===== config.mk =====
export PLATFORM = sky130hd
export DESIGN_NAME = bcr_config_pair
export DESIGN_NICKNAME = d
export VERILOG_FILES = /design/src/verilog/bcr_pkg.sv /design/src/verilog/bcr_config_pair.sv
export VERILOG_INCLUDE_DIRS = /design/src /design/src/verilog
export SDC_FILE = /design/constraint.sdc
export NUM_CORES = 1
export LEC_CHECK = 0
export ABC_CLOCK_PERIOD_IN_PS = 2230
export BUFFER_PORTS_ARGS = -buffer_cell sky130_fd_sc_hd__buf_4
export CAP_MARGIN = 10
export CORE_MARGIN = 4
export CORE_UTILIZATION = 50
export CTS_CLUSTER_DIAMETER = 30
export DETAILED_ROUTE_END_ITERATION = 10
export GPL_ROUTABILITY_DRIVEN = 1
export PLACE_DENSITY = 0.85
export SLEW_MARGIN = 20
export SYNTH_ARGS = -nofsm -noshare
export SYNTH_HDL_FRONTEND = slang
export SYNTH_SLANG_ARGS = --single-unit

===== constraint.sdc =====
create_clock -name clock -period 2.23 [get_ports clock]
set_input_delay 0.446 -clock clock [delete_from_list [all_inputs] [get_ports clock]]
set_output_delay 0.446 -clock clock [all_outputs]
set_load 0.02 [all_outputs]

===== src/verilog/bcr_regs.svh =====
// Register offsets, field positions, reset values and counts of the bus configuration pair.
`ifndef BCR_REGS_SVH
`define BCR_REGS_SVH
`define BCR_OFF_RUNTIME    8'h00
`define BCR_OFF_PERSIST    8'h04
`define BCR_OFF_ERASE      8'h08
`define BCR_OFF_STATUS     8'h0c
`define BCR_OFF_EFFECTIVE  8'h10
`define BCR_OFF_SWRESET    8'h14
`define BCR_BIT_RSV_HI     15
`define BCR_DRV_HI         14
`define BCR_DRV_LO         12
`define BCR_BIT_LOCK       11
`define BCR_BIT_SECURE     10
`define BCR_MAP_HI         9
`define BCR_MAP_LO         8
`define BCR_LAT_HI         7
`define BCR_LAT_LO         4
`define BCR_BIT_RSV_LO     3
`define BCR_BIT_STALL      2
`define BCR_LEN_HI         1
`define BCR_LEN_LO         0
`define BCR_FACTORY        16'h8ebb
`define BCR_ERASED         16'hffff
`define BCR_LAT_BASE       5'h05
`define BCR_MASK_16B       32'h0000_0007
`define BCR_MASK_32B       32'h0000_000f
`define BCR_MASK_64B       32'h0000_001f
`endif


===== src/verilog/bcr_pkg.sv =====
// Types shared by the bus configuration pair.
package bcr_pkg;
    typedef logic [15:0] bcr_word_t;
    typedef enum logic [1:0] {
        BCR_LEN_RSV = 2'h0,
        BCR_LEN_64  = 2'h1,
        BCR_LEN_16  = 2'h2,
        BCR_LEN_32  = 2'h3
    } bcr_len_t;
    typedef enum logic [1:0] {
        BCR_IDLE  = 2'h1,
        BCR_BURST = 2'h2
    } bcr_state_t;
endpackage


===== src/verilog/bcr_config_pair.sv =====
// Nonvolatile and volatile bus configuration registers with source select and burst addressing.
//
// Decided for this implementation: the register addresses and the plain strobed port.
`include "bcr_regs.svh"

module bcr_config_pair (
    input  wire logic             clock,
    input  wire logic             rst,
    input  wire logic             ce,
    input  wire logic             nv_blank,
    input  wire logic [7:0]       addr,
    input  wire logic [15:0]      wdata,
    input  wire logic             wr,
    input  wire logic             rd,
    output logic      [15:0]      rdata,
    input  wire logic             link_clk,
    input  wire logic             link_cs_n,
    input  wire logic             burst_start,
    input  wire logic             burst_linear,
    input  wire logic [31:0]      burst_addr,
    input  wire logic             dual_error,
    input  wire logic             secure_prog_req,
    output logic      [31:0]      word_addr,
    output logic                  strobe_stall,
    output logic                  secure_prog_refused,
    output logic      [4:0]       latency_clocks,
    output bcr_pkg::bcr_len_t     burst_len,
    output logic      [2:0]       drive_strength,
    output logic      [1:0]       sector_map,
    output logic                  config_locked
);
    import bcr_pkg::*;

    bcr_word_t  persist_q;
    bcr_word_t  boot_q;
    bcr_word_t  runtime_q;
    bcr_word_t  effective_q;
    logic       source_q;
    logic       loaded_q;
    logic [2:0] clk_sync_q;
    logic [1:0] cs_sync_q;
    bcr_state_t state_q;
    logic [31:0] addr_q;
    logic [31:0] wrap_mask;
    logic       stall_q;
    logic       refused_q;
    logic [15:0] rdata_q;
    logic       idle;
    logic       unlocked;
    logic       load_ok;
    logic       prog_ok;
    logic       erase_ok;
    logic       link_rise;

    // Link pins come from another clock; logic reads the second select stage and the second and third clock stages.
    always_ff @(posedge clock) begin
        if (rst) begin
            clk_sync_q <= 3'h0;
            cs_sync_q  <= 2'h3;
        end else if (ce) begin
            clk_sync_q <= {clk_sync_q[1:0], link_clk};
            cs_sync_q  <= {cs_sync_q[0], link_cs_n};
        end
    end

    assign link_rise = clk_sync_q[1] & ~clk_sync_q[2];
    assign idle      = cs_sync_q[1] & (state_q == BCR_IDLE);
    // The runtime lock bit alone decides; after reset it already carries the persistent lock.
    assign unlocked  = runtime_q[`BCR_BIT_LOCK];
    assign load_ok   = ce & wr & (addr == `BCR_OFF_RUNTIME) & unlocked & idle;
    assign prog_ok   = ce & wr & (addr == `BCR_OFF_PERSIST) & unlocked;
    assign erase_ok  = ce & wr & (addr == `BCR_OFF_ERASE) & unlocked;

    // The persistent register is not touched by rst: it models nonvolatile cells.
    always_ff @(posedge clock) begin
        if (nv_blank) begin
            persist_q <= `BCR_FACTORY;
        end else if (prog_ok) begin
            persist_q <= persist_q & wdata;  // Flash programming only clears bits.
        end else if (erase_ok) begin
            persist_q <= `BCR_ERASED;
        end
    end

    // Boot copy freezes what the bus follows until the first runtime load or the next reset.
    always_ff @(posedge clock) begin
        if (rst) begin
            boot_q <= persist_q;
        end
    end

    always_ff @(posedge clock) begin
        if (rst) begin
            runtime_q <= persist_q;
        end else if (ce) begin
            if (load_ok) begin
                runtime_q <= wdata;
            end else if (prog_ok && !loaded_q) begin
                // Lock bit kept so the unlocked-until-reset state can exist.
                runtime_q <= {persist_q[15:12] & wdata[15:12], runtime_q[`BCR_BIT_LOCK],
                              persist_q[10:0] & wdata[10:0]};
            end
        end
    end

    always_ff @(posedge clock) begin
        if (rst) begin
            source_q <= 1'b0;
            loaded_q <= 1'b0;
        end else if (load_ok) begin
            source_q <= 1'b1;
            loaded_q <= 1'b1;
        end
    end

    always_ff @(posedge clock) begin
        if (rst) begin
            effective_q <= `BCR_FACTORY;
        end else if (ce) begin
            effective_q <= source_q ? runtime_q : boot_q;
        end
    end

    always_ff @(posedge clock) begin
        if (rst) begin
            latency_clocks <= 5'h10;
            burst_len      <= BCR_LEN_32;
            drive_strength <= 3'h0;
            sector_map     <= 2'h2;
            config_locked  <= 1'b0;
        end else if (ce) begin
            latency_clocks <= {1'b0, effective_q[`BCR_LAT_HI:`BCR_LAT_LO]} + `BCR_LAT_BASE;
            burst_len      <= bcr_len_t'(effective_q[`BCR_LEN_HI:`BCR_LEN_LO]);
            drive_strength <= effective_q[`BCR_DRV_HI:`BCR_DRV_LO];
            sector_map     <= effective_q[`BCR_MAP_HI:`BCR_MAP_LO];
            config_locked  <= ~runtime_q[`BCR_BIT_LOCK];
        end
    end

    always_comb begin
        case (bcr_len_t'(effective_q[`BCR_LEN_HI:`BCR_LEN_LO]))
            BCR_LEN_16: wrap_mask = `BCR_MASK_16B;
            BCR_LEN_32: wrap_mask = `BCR_MASK_32B;
            BCR_LEN_64: wrap_mask = `BCR_MASK_64B;
            default:    wrap_mask = 32'h0000_0000;
        endcase
    end

    // One 16-bit word per link clock; a wrapped burst at the reserved length holds its address.
    always_ff @(posedge clock) begin
        if (rst) begin
            state_q <= BCR_IDLE;
            addr_q  <= 32'h0000_0000;
        end else if (ce) begin
            case (state_q)
                BCR_IDLE: begin
                    if (burst_start) begin
                        state_q <= BCR_BURST;
                        addr_q  <= burst_linear ? burst_addr : (burst_addr | 32'h8000_0000);
                    end
                end
                BCR_BURST: begin
                    if (cs_sync_q[1]) begin
                        state_q <= BCR_IDLE;
                    end else if (link_rise) begin
                        if (addr_q[31]) begin
                            addr_q <= 32'h8000_0000 | (addr_q & ~wrap_mask & 32'h7fff_ffff)
                                      | ((addr_q + 32'h1) & wrap_mask);
                        end else begin
                            addr_q <= addr_q + 32'h1;
                        end
                    end
                end
                default: state_q <= BCR_IDLE;
            endcase
        end
    end

    assign word_addr = {1'b0, addr_q[30:0]};

    // A double-bit error in a burst with stall bit 2 clear holds the strobe low until the burst ends or the software reset offset is written.
    always_ff @(posedge clock) begin
        if (rst) begin
            stall_q <= 1'b0;
        end else if (ce) begin
            if (wr && addr == `BCR_OFF_SWRESET) begin
                stall_q <= 1'b0;
            end else if (dual_error && !effective_q[`BCR_BIT_STALL] && state_q == BCR_BURST) begin
                stall_q <= 1'b1;
            end else if (state_q == BCR_IDLE) begin
                stall_q <= 1'b0;
            end
        end
    end

    assign strobe_stall = stall_q;

    always_ff @(posedge clock) begin
        if (rst) begin
            refused_q <= 1'b0;
        end else if (ce) begin
            refused_q <= secure_prog_req & ~effective_q[`BCR_BIT_SECURE];
        end
    end

    assign secure_prog_refused = refused_q;

    always_ff @(posedge clock) begin
        if (rst) begin
            rdata_q <= 16'h0000;
        end else if (ce) begin
            if (rd) begin
                case (addr)
                    `BCR_OFF_RUNTIME:   rdata_q <= runtime_q;
                    `BCR_OFF_PERSIST:   rdata_q <= persist_q;
                    `BCR_OFF_ERASE:     rdata_q <= boot_q;
                    `BCR_OFF_STATUS:    rdata_q <= {12'h000, idle, unlocked, loaded_q, source_q};
                    `BCR_OFF_EFFECTIVE: rdata_q <= effective_q;
                    default:            rdata_q <= 16'h0000;
                endcase
            end else begin
                rdata_q <= 16'h0000;
            end
        end
    end

    assign rdata = rdata_q;
endmodule // bcr_config_pair


==> After elaboration in Yosys (flattened, before gate mapping) <==
Cells that the tools add are included.
{ "totals": {"output_inout_bits": 63, "in_bits": 68, "word_cells": 95, "reg_bits": 135} }
{ "classes": {"add_sub_neg": 2, "reduce_logical": 18, "n_mux": 22, "n_eq_ne": 14, "bitwise_logic": 21} }
{ "op_table": {"columns": ["cell", "n"], "rows": [
  ["$mux W32", 5],
  ["$mux W16", 8],
  ["$pmux W16 S5", 1],
  ["$pmux W32 S2", 1],
  ["$add A32 B1 Y32 const B", 1],
  ["$and A32 B32 Y32", 1],
  ["$or A32 B32 Y32", 1],
  ["$and A31 B31 Y31", 1],
  ["$not A5 Y31", 1],
  ["$and A16 B16 Y16", 1],
  ["$eq A8 B4 Y1 const B", 2],
  ["$eq A8 B5 Y1 const B", 2],
  ["$pmux W5 S3", 1],
  ["$and A1 B1 Y1", 11],
  ["$and A11 B11 Y11", 1],
  ["$eq A8 B3 Y1 const B", 1],
  ["$logic_not A8 Y1", 1],
  ["$ne A2 B2 Y1 const B", 4],
  ["$reduce_bool A2 Y1", 4],
  ["$eq A2 B2 Y1 const B", 3],
  ["$reduce_and A2 Y1", 3],
  ["$reduce_bool A3 Y1", 2],
  ["$add A4 B3 Y5 const B", 1],
  ["$reduce_and A5 Y1", 1],
  ["9 further kinds", 19]
]} }

==> Depth between registers and ports, before layout <==
Gate-level depths: netlist of run 1.
{ "logic_depth": {"depth_word": 9, "depth_mapped": 8, "ltp_nobuf": 6} }

==> Least setup slack after synthesis of run 1 <==
Ideal clock, no wire load.
{ "synth_path": {"kind": "input-to-reg", "startpoint": "in addr[2]", "endpoint": "reg runtime_q[0], enable pin", "arrival_ns": 1.853, "n_path_buf": 2, "path_stages": 5, "slack_ns": 0.015, "setup_ns": 0.362, "required_time_ns": 1.868, "path_cell_list": "clkbuf_1 > nor2b_1 > and2_1 > clkbuf_1 > a21o_1"} }
{ "synth_between": {"elab_chain_len": 6, "word_cells_on_any_way": 10, "cone_classes": "1 x eq/ne; 5 x bitwise; 4 x reduce/logical"} }
{ "synth_rtl": {"columns": ["item", "line_no", "rtl"], "rows": [
  ["start: declaration", "bcr_config_pair.sv:11", "input wire logic [7:0] addr,"],
  ["$logic_not A8 Y1 or $eq A8 B3 Y1 (tied branches)", null, null],
  ["$and A1 B1 Y1 (on tied branches) (2 in a row)", "bcr_config_pair.sv:70, bcr_config_pair.sv:71", null],
  ["$and A1 B1 Y1 or $logic_and A1 B1 Y1 (tied branches)", "bcr_config_pair.sv:70, bcr_config_pair.sv:98", null],
  ["$reduce_bool A3 Y1 (no line) (*)", null, null],
  ["$reduce_and A2 Y1 (no line) (*)", null, null],
  ["end signal: assignment", "bcr_config_pair.sv:94", "runtime_q <= persist_q;"],
  ["end signal: assignment", "bcr_config_pair.sv:97", "runtime_q <= wdata;"],
  ["end signal: assignment", "bcr_config_pair.sv:100", "runtime_q <= {persist_q[15:12] & wdata[15:12], runtime_q[`BCR_BIT_LOCK],"],
  ["end: declaration", "bcr_config_pair.sv:36", "bcr_word_t runtime_q;"]
]} }
Mark *: on every way between the ends. The rest lies on a longest branch, timed or not.
A chain may end at the register's enable or synchronous reset.

==> impl.org, run 1 <==
** STA
- The count of endpoints failing hold in the final timing report came to 0.
- Max-slew headroom :: 47.6%
- Summed over all failing endpoints, the final setup total negative slack is 0 ns.
- The worst path needs 2.05 ns of the cycle, external delays included.
- The count of pins over their slew limit is 0.
- Setup violations remaining at the end of the flow were counted as 0.
- RSZ-0062 raised after global routing :: false
- The worst path meets setup with 0.185 ns of slack.
- Slew @ Worst Pin :: 0.782 ns
- Final cycle utilization of the critical path :: 91.7%
- Skew final :: 0.00674 ns
- For this run, the top clock speed supported by timing is 489 MHz.

** Place
- Including well taps, the total number of placed cells is 985.
- Number of port buffers :: 129
- At the end of routability-driven placement, the weighted congestion stood at 0.921.
- Once detailed placement completed, the half-perimeter wirelength came to 12900 um.
- At the placement stage, the worst setup path has a slack of 0.192 ns.

** Die
- Total I/O pin count :: 131
- From left edge to right edge, the die measures 124 um.
- For this configuration, the core starts out at a cell density of 50.8%.
- Total die area :: 15300 um^2
- Placeable core area :: 13200 um^2
- Die span in y :: 124 um
- In this run the core area contains 42 standard-cell rows.

** Power
- Across the VDD grid, the largest voltage drop is 0.000621 V.
- Ratio of total power to cell area :: 734 nW/um^2
- Summed over all cells, the static leakage comes to 3.27 nW.

** Critical path
- The worst setup path is captured at a flip-flop.
- Total buffers and inverters traversed by the critical path :: 0
- The worst setup path is launched from a flip-flop.
- The critical path is of the reg2reg type.
- Slowest stage cell, crit path :: or4_4
- In this design, the largest share of critical-path delay is due to simple AND/OR/NAND/NOR gates.
- Critical Path Fanout Max :: 8
- Required time at the endpoint of the critical path :: 2.54 ns
- Data on the critical path arrives at its endpoint at 2.36 ns.
- In this design, the stage delay of the slowest critical-path cell is 0.63 ns.
- Cell chain of the critical path :: nand4_4 > or4_4 > nor3_4 > a31oi_1 > a211o_1

** Clock network
- The later pin in the worst-skew pair is clocked with a latency of 0.43 ns.
- Cts repair resizes :: 0
- After clock tree synthesis, the clock-pin slew on the worst setup and hold paths is 0.06 ns.
- Maximum buffer depth of the clock tree :: 2
- Post-CTS Hold Fix Bufs :: 0
- Number of clock sinks seen by CTS :: 135
- CTS H-tree lvls :: 4
- TritonCTS created 17 clock buffers.
- Post-CTS setup buffers :: 0
- Clk Tree Root Cell :: clkbuf_16
- CTS tree :: built

** Logic synthesis
- Post-Syn Nets :: 799
- In the synthesized netlist, the number of instances is 729.
- Yosys warns :: 0
- By instance count, the leading cell after synthesis is dfxtp_1.
- Share of flip-flops with an asynchronous set or reset after synthesis :: 0%
- Post-synthesis sequential element count :: 135
- Yosys attributes the largest share of cell area to dfxtp_1 (31%), edfxtp_1 (14%), mux2i_1 (6.4%).
- Of the total synthesized cell area, the portion taken by full adders, half adders and majority gates is 0.373%.
- Post-synth top cells :: dfxtp_1 (103), nand2_1 (88), o21ai_0 (57)
- Largest family of logic cells by synthesized area :: compound AO/OA/AOI/OAI gates
- Of the total synthesized cell area, the portion taken by AND, OR, NAND and NOR gates is 17.8%.
- In the synthesized netlist the dominant register cell turns out to be dfxtp_1.
- Counting flops with a built-in enable in the synthesized netlist gives 32.
- Post-synth cell types :: 72
- Cell Area, Synth :: 6700 um^2
- After synthesis, the largest area contributor takes up 30.8% of total cell area.
- Each instance of the synthesized netlist takes up on average 9.20 um^2.
- The synthesized netlist devotes 20.3% of its cell area to compound gates.
- Largest area contributor in the synthesized netlist :: dfxtp_1
- The share of the Yosys chip area taken by registers is 45.1%.
- Multiplexer area fraction after synthesis :: 7.93%
- After Yosys synthesis, XOR and XNOR cells account for 0.523% of the synthesized area.

** Final layout
- FILL cells :: 1070
- Area added between synthesis and finish :: 23.3%
- For this run, the post-layout net count is 898.
- Excluding fillers, the count of instances in the completed layout stands at 1017.
- The number of antenna diodes in the final layout is 0.
- Ratio of cells with drive above 1 in the final layout :: 25.7%

** Route
- Across all layers, the routed design uses 6171 vias.
- Via density per instance :: 6.07
- Number of DRC markers in iteration 0 :: 691
- In the final routed layout, each cell accounts on average for 18.4 um.
- Total length of routed wires :: 18700 um
- Remaining antenna violation count :: 0
- The routed design uses 8840 um of met2 wire.
- In the final routing, the length of wire on met1 measures 7510 um.
- Signal routing reaches up to met4.
- For this run, the detailed router's first-pass iteration total came to 6.
- For this run, design rule violations remaining after detail routing come to 0.
- Routed wl met3 :: 1860 um

** Global route
- Entering global routing, the biggest net connects 44 pins.
- Global routing finished with a remaining overflow of 0.
- Global-route wire length before repair :: 29000 um
- Global routing used 24.4% of the available tracks across all layers.
- The number of antenna violations at the first check in global routing is 0.
- Via count of the first global-routing pass :: 5619

** Run status
- The run finished with clean final reports.

** Worst hold path
- Classification of the worst-slack hold path :: in2reg

** Run
- Max-capacitance violation count :: 0
[metrics by stage]
step | power, mW | util (%) | instance area, um^2 | hold WS (ns)
CTS | 6.08 | 62.7 | 8270 | 0.230
detailed placement | 3.25 | 58.1 | 7670 | 0.451
global route | 6.25 | 62.7 | 8270 | 0.243
global placement | 3.24 | 58.1 | 7670 | 0.447
floorplan | 3.03 | - | 6700 | 0.438
finish | 6.07 | 62.7 | 8270 | 0.242
[kinds of logic after synthesis]
kind of cell	count (synthesis)
xor+xnor	4
simple gates	240
other cells	1
compound gates	204
flops	135
mux	48
buf+inv	95
fa+ha+maj	2
[registers in the layout, indices dropped and copies added (netlist names), 3 cells and up, named ones only]
register        cells
runtime_q          16
persist_q          16
effective_q        16
rdata              16
drive_strength      3
addr_q             28
latency_clocks      5
boot_q             16
clk_sync_q          3
[final timing paths]
| path | from | to | slack [ns] | depth (start not counted) |
|---|---|---|---|---|
| worst max-delay path | flip-flop | addr_q[29] | 0.18 | 5 |
| worst min-delay path | link_cs_n | cs_sync_q[0] | 0.24 | 3 |
| worst max register to register | flip-flop | addr_q[29] | 0.18 | 5 |
| worst min register to register | rdata[2] | rdata[2] | 0.47 | 2 |
[final cells by class]
cell class | count | area [um^2] | area share, %
clock buffers | 19 | 443 | 5.36
inverters | 14 | 52.6 | 0.636
repair buffers | 161 | 1220 | 14.8
well taps | 176 | 220 | 2.66
clock inverters | 13 | 156 | 1.89
multi-input cells | 499 | 3150 | 38.1
flip-flops and latches | 135 | 3020 | 36.6
[worst reg2reg max path: stages (launching register included)]
cell and delay, ns:
dfxtp_1 0.46, nand4_4 0.18, or4_4 0.63, nor3_4 0.29, a31oi_1 0.11, a211o_1 0.27
[where the power goes]
part | switching (mW) | leakage, nW | internal, mW | total (mW)
clock | 1.15 | 0.294 | 1.71 | 2.86
combinational | 0.302 | 1.85 | 0.255 | 0.557
sequential | 0.0805 | 1.12 | 2.57 | 2.65
total | 1.53 | 3.27 | 4.53 | 6.07
[layer usage]
metal  vias to the layer above  track usage (%)
li1                       2878                -
met1                      2920             32.3
met2                       326             38.5
met3                        47             5.99
met4                         0             9.48
met5                         -                0
[placed cells by master (no fill, tap or decap), types with 14 or more instances in the layout]
cell       instances
buf_4            160
dfxtp_1          103
nand2_1           88
o21ai_0           57
nor2_1            46
mux2i_1           43
a21oi_1           40
edfxtp_1          32
nand3_1           22
a22oi_1           19
clkbuf_16         17
o22a_1            15
inv_1             14
No activity file was read; power rests on OpenSTA's default activity.
==> run 2, diff against run 1 <==
- RECOVER_POWER: default -> 100
==> run 2 against run 1 <==
Effect of this change: final cell count unchanged; global-route usage unchanged; clock-buffer cell count unchanged; fmax down 2.0%; core utilization down 2.3 points; via count down 0.53%; critical endpoint is now boot_q[13]; largest power group unchanged.
==> impl.org, run 2 (synthesized netlist as in run 1, its figures left out) <==
** Run status
- Result of the run :: finished, final reports clean

** STA
- RSZ-0062 raised after global routing :: false
- For the pin with the worst max-slew slack, the measured transition is 1.25 ns.
- Skew final :: 0.00656 ns
- Hold violation count in the final report :: 0
- Worst setup margin :: 0.143 ns
- In this run the tightest slew margin relative to its limit is 16.4%.
- Setup violations remaining at the end of the flow were counted as 0.
- Max Fclk :: 479 MHz
- For the finished layout, the period the worst path requires is 2.09 ns.
- After layout, the worst path uses 93.6% of the clock period.
- Total negative slack :: 0 ns
- Final max-slew violation count :: 0

** Final layout
- The register with the most flip-flops in the final layout is addr_q.
- Area added between synthesis and finish :: 18.8%
- Commonest non-fill, non-tap cells in the layout :: dfxtp_1 (103), nand2_1 (88), buf_4 (83)
- The net count of the finished layout is 898.
- 0 antenna diodes ended up in the layout.
- Commonest non-fill, non-tap cell in the layout :: dfxtp_1
- Largest register FFs :: 28
- The post-route netlist has 17.0% of its cells at a drive strength greater than 1.

** Critical path
- CP peak stage delay :: 0.71 ns
- Critical Path Fanout Max :: 32
- Startpoint of the worst setup timing path :: rst
- Capture point of the critical path :: boot_q[13]
- STA puts the critical path data arrival time at 2.14 ns.
- Reg2Reg Depth :: 5
- Required time at the endpoint of the critical path :: 2.29 ns
- Kind of capture point of the worst setup path :: flip-flop
- The signal on the critical path passes through clkbuf_1 > clkbuf_2 > clkbuf_2.
- Slowest stage cell, crit path :: clkbuf_2
- The endpoint identified for the worst register-to-register timing path is addr_q[29].
- Setup Crit Path Kind :: in2reg
- The most numerous cell type found on the critical path is clkbuf_2.
- Setup slack on the worst reg-to-reg path comes out at 0.19 ns.
- Kind of start point of the critical path :: primary input

** Die
- The die covers 15300 um^2.
- Die span in y :: 124 um
- In this run the count of I/O pins placed on the die edge is 131.
- Placeable core area :: 13200 um^2
- Initial cell density of the core :: 50.8%
- Die X-Extent :: 124 um
- Number of placement rows :: 42

** Clock network
- The tree is rooted in a clkbuf_16.
- The number of hold buffers added after CTS was 0.
- Number of clock buffers inserted by TritonCTS :: 17
- After clock tree synthesis, the clock-pin slew on the worst setup and hold paths is 0.06 ns.
- TritonCTS built the clock tree.
- CTS H-tree lvls :: 4
- Maximum buffer depth of the clock tree :: 2
- The later pin in the worst-skew pair is clocked with a latency of 0.42 ns.
- Cts repair resizes :: 0
- Post-CTS setup buffers :: 0
- Clock tree synthesis found a total of 135 sinks.

** Global route
- Number of antenna violations at the first check in global routing :: 0
- Largest net degree at the start of global routing :: 44
- The via count of the first global-routing pass was 5619.
- For this run, the total global-route usage over all layers was measured as 24.4%.
- After global routing the overflow that remains totals 0.
- Global-route wire length before repair :: 29000 um

** Place
- Input and output buffers added on the ports amount to 129.
- Hpwl dp :: 12900 um
- Prior to clock tree synthesis, the placed netlist has a worst setup slack of 0.192 ns.
- Gpl congestion :: 0.921

** Route
- For this run, design rule violations remaining after detail routing come to 0.
- Number of DRC markers in iteration 0 :: 666
- After detailed routing, the met2 layer carries 8740 um of wire.
- Via density per instance :: 6.04
- Wire segments on met3 add up to 1910 um in the final route.
- WL per Instance :: 18.3 um
- Total length of routed wires :: 18600 um
- In the final routing, the length of wire on met1 measures 7470 um.
- Topmost layer with routed signal wires :: met4
- Once detail routing completed, the nets flagged for antenna violations numbered 0.
- Summing over every cut layer, the via total after detailed routing is 6138.
- The first TritonRoute pass finished after 6 iterations.

** Power
- For this design the static power due to leakage is 2.97 nW.
- Ratio of total power to cell area :: 757 nW/um^2
- Across the VDD grid, the largest voltage drop is 0.000623 V.

** Worst hold path
- Classification of the worst-slack hold path :: in2reg

** Run
- Max-capacitance violation count :: 0
run 2: report_power, final:
part | internal (mW) | leakage (nW) | switching (mW)
Clock | 1.71 | 0.294 | 1.15
Combinational | 0.215 | 1.56 | 0.300
Sequential | 2.57 | 1.12 | 0.0796
Total | 4.50 | 2.97 | 1.53
run 2: stage by stage:
step	util (%)	area, um^2	total power [mW]	instances	hold WS, ns
detailed placement	58.1	7670	3.25	985	0.451
floorplan	-	6700	3.03	729	0.438
global placement	58.1	7670	3.24	985	0.447
global route	60.4	7960	6.21	1017	0.243
finish	60.4	7960	6.02	1017	0.242
CTS	62.7	8270	6.08	1017	0.230
run 2: critical path, delay by kind of cell:
| kind | cells | cell delay (ns) |
|---|---|---|
| buffers and inverters | 3 | 1.67 |
run 2: worst min-delay path by stage:
stage / slack (ns) / start / endpoint / depth (start not counted)
5_1_grt: 0.24 / nv_blank / persist_q[8] / 2
6_report: 0.24 / link_cs_n / cs_sync_q[0] / 3
2_1_floorplan: 0.44 / effective_q[11] / effective_q[11] / 2
3_5_place_dp: 0.45 / rdata[2] / rdata[2] / 2
3_3_place_gp: 0.45 / rdata[2] / rdata[2] / 2
4_1_cts: 0.23 / link_cs_n / cs_sync_q[0] / 3
run 2: layout make-up:
cell class	instances	area [um^2]
Timing Repair Buffer	161	928
Multi-Input combinational cell	499	3140
Inverter	14	52.6
Sequential cell	135	3020
Clock inverter	13	156
Clock buffer	19	443
Tap cell	176	220
Fill cell	1156	5230
run 2: routing by layer:
layer  up-vias  global-route usage, %
li1       2876                      -
met1      2864                   32.3
met2       351                   38.5
met3        47                   5.99
met4         0                   9.48
met5         -                      0
==> run 3, diff against run 2 <==
==> constraint.sdc (replaced) <==
create_clock -name clock -period 2.23 [get_ports clock]
set_input_delay 0.1115 -clock clock [delete_from_list [all_inputs] [get_ports clock]]
set_output_delay 0.1115 -clock clock [all_outputs]
set_load 0.02 [all_outputs]
==> run 3 against run 2 <==
Effect of this change: first-iteration DRC count grew 16%; final cell count increased by 2.9%; critical path depth is 5 higher; register-to-register slack got worse by 0.06 ns; combinational power up 8.7%; largest power group unchanged; cell area rose by 4.2%; setup slack worse by 0.032 ns; critical endpoint is now rdata[4]; core utilization is 2.5 points higher; worst hold slack got worse by 0.23 ns; via count is 2.9% higher; highest routed layer unchanged; wire length increased by 3.8%.
==> impl.org, run 3 (synthesized netlist as in run 1, its figures left out) <==
** Route
- WL per Instance :: 18.5 um
- The detailed router finished its first iteration with 773 violations.
- Remaining antenna violation count :: 0
- Using the TritonRoute via totals, the vias-per-cell ratio works out to 6.04.
- Count of unresolved DRC violations after routing :: 0
- Number of detailed-routing iterations run before antenna repair :: 5
- After detailed routing, the total wire length is 19300 um.
- The routed layout has 6317 vias.

** Power
- Cell leakage power :: 3.11 nW
- Dividing total power by cell area gives a power density of 745 nW/um^2.
- Across the VDD grid, the largest voltage drop is 0.000559 V.

** Final layout
- The number of antenna diodes in the final layout is 0.
- The count of cells in the finished layout, fillers not included, comes to 1046.
- The area growth from synthesis to layout is 23.7%.
- Commonest non-fill, non-tap cell in the layout :: dfxtp_1
- Commonest non-fill, non-tap cells in the layout :: dfxtp_1 (103), nand2_1 (88), buf_4 (86)
- More flip-flops sit in one register than any other, and that register is addr_q.
- Across the whole layout, storage elements account for 3020 um^2.
- FILL cells :: 1084
- Multi-input gate area :: 3140 um^2
- Nets@finish :: 927
- The register with the most flip-flops in the layout has 28 of them.
- Final core occ :: 62.9%
- Ratio of cells with drive above 1 in the final layout :: 16.7%
- Summed area of non-filler cells in the final layout :: 8300 um^2

** Critical path
- Cell chain of the critical path :: dlygate4sd3_1 > clkbuf_1 > inv_1 > nand3_1 > nor2_1 > o21ai_0 > clkbuf_1 > o221ai_1
- Startpoint of the worst setup timing path :: rst
- Required time at the endpoint of the critical path :: 2.48 ns
- Measured in cells, the most critical reg-to-reg path has a length of 5.
- Setup Crit Path Kind :: in2reg
- In this design, the stage delay of the slowest critical-path cell is 0.52 ns.
- The critical path runs through a total of 8 cells.
- Setup slack, reg-to-reg :: 0.13 ns
- Capture point of the critical path :: rdata[4]
- Kind of capture point of the worst setup path :: flip-flop
- The worst setup path is launched from a primary input.
- Cell repeated most along the worst path :: clkbuf_1
- At the worst endpoint, the arrival time is 2.37 ns.
- The endpoint identified for the worst register-to-register timing path is addr_q[29].
- The worst register-to-register path begins at addr_q[0].
- Critical Path Fanout Max :: 11
- Cell type group with the largest total delay on the critical path :: buffers and inverters
- Slowest stage cell, crit path :: dlygate4sd3_1
- Total buffers and inverters traversed by the critical path :: 4

** STA
- The count of pins over their slew limit came to 0.
- Time the worst path needs with I/O delays and setup :: 2.12 ns
- In the final timing run, aggregate negative setup slack is 0 ns.
- Hold violation count in the final report :: 0
- Skew final :: 0.0142 ns
- Of the available clock period, the critical path in the final layout requires 95.0%.
- Timing would allow up to 472 MHz.
- Number of endpoints failing setup at the final stage :: 0
- Slew @ Worst Pin :: 0.811 ns
- In this run the tightest slew margin relative to its limit is 45.9%.
- Setup repair after global routing left no endpoint under its margin.

** Run status
- The run finished with clean final reports.

** Clock network
- The H-tree generated during clock tree synthesis spans 4 levels.
- Clk Tree Root Cell :: clkbuf_16
- Clock latency on the worst-skew pair :: 0.42 ns
- After clock tree synthesis, the clock-pin slew on the worst setup and hold paths is 0.06 ns.
- Number of clock buffers inserted by TritonCTS :: 17
- TritonCTS built the clock tree.
- Counting every sink on the clock net gives 135.
- Post-CTS timing repair inserted 0 buffers for setup.
- The number of gates resized after CTS was 0.
- The clock passes through at most 2 buffers.

** Place
- Placed Cells :: 985
- Port buffering added 129 buffers.
- Summing all placed instances gives a cell area of 7680 um^2.
- Hpwl dp :: 12600 um
- Routability-driven placement finished with a final weighted congestion of 0.910.

** Die
- Initial cell density of the core :: 50.8%
- Die span in y :: 124 um
- Pin placement for this block handled 131 I/O pins.
- Row generation in the floorplan step produced 42 rows.
- Total die area :: 15300 um^2
- After floorplanning, the core was sized to cover 13200 um^2.
- In this run the horizontal extent of the chip is 124 um.

** Run
- Max-capacitance violation count :: 0

** Global route
- Largest net degree at the start of global routing :: 45
- Global routing used 25.5% of the available tracks.
- Number of antenna violations at the first check in global routing :: 0
- Global-route wire length before repair :: 30300 um
- Via count of the first global-routing pass :: 6001
- After global routing the overflow that remains totals 0.

** Worst hold path
- The worst hold path belongs to the class in2reg.
-- run 3: changes by cell type in the layout (fill, tap and decap cells not counted), moves of 2 or more --
cell,change
clkinvlp_4,+2
clkbuf_1,-2
clkinv_4,-3
clkbuf_2,-2
buf_4,+3
dlygate4sd3_1,+29
clkinv_2,+2
inv_8,+2
inv_6,-2
-- run 3: area by class of cell --
cell class / instances / share of cell area (%)
clock buffers: 17 / 5.13
clock inverters: 15 / 2.29
inverters: 14 / 0.633
multi-input cells: 499 / 37.9
flip-flops and latches: 135 / 36.4
well taps: 176 / 2.65
repair buffers: 190 / 14.9
-- run 3: per-layer routing --
layer	vias up	track usage [%]	share of wire [%]
li1	2936	-	-
met1	2974	33.7	40
met2	350	39.5	47
met3	57	6.36	10
met4	0	11.3	2.9
met5	-	0	0
-- run 3: worst min-delay path, stage by stage --
cell and delay, ns:
buf_4 0.11, nand3_1 0.06, a31oi_1 0.09
-- run 3: worst min-delay path by stage --
stage          slack (ns)  cells after the start           end      startpoint
3_5_place_dp         0.33                      3  cs_sync_q[0]       link_cs_n
3_3_place_gp         0.33                      3  cs_sync_q[0]       link_cs_n
2_1_floorplan        0.22                      0     boot_q[0]             rst
5_1_grt             0.005                      3    addr_q[27]  burst_addr[27]
6_report             0.01                      3    addr_q[27]  burst_addr[27]
4_1_cts             0.002                      3    addr_q[27]  burst_addr[27]
-- run 3: report_power, final --
| group | internal, mW | switching [mW] |
|---|---|---|
| clock network | 1.79 | 1.18 |
| logic | 0.250 | 0.310 |
| registers | 2.57 | 0.0814 |
| total | 4.61 | 1.57 |
-- run 3: through the flow --
step	power, mW	hold WS [ns]	worst slack (ns)
2_1_floorplan	3.03	0.224	0.305
3_3_place_gp	3.24	0.328	0.267
3_5_place_dp	3.25	0.332	0.198
4_1_cts	6.22	0.00168	0.156
5_1_grt	6.35	0.00466	0.0290
6_report	6.18	0.0103	0.111
-- run 3: timing repair --
| action | in CTS | in global routing |
|---|---|---|
| endpoints found under the hold margin | 40 | 0 |
| setup endpoints to repair | 0 | 0 |
| hold buffers | 29 | 0 |
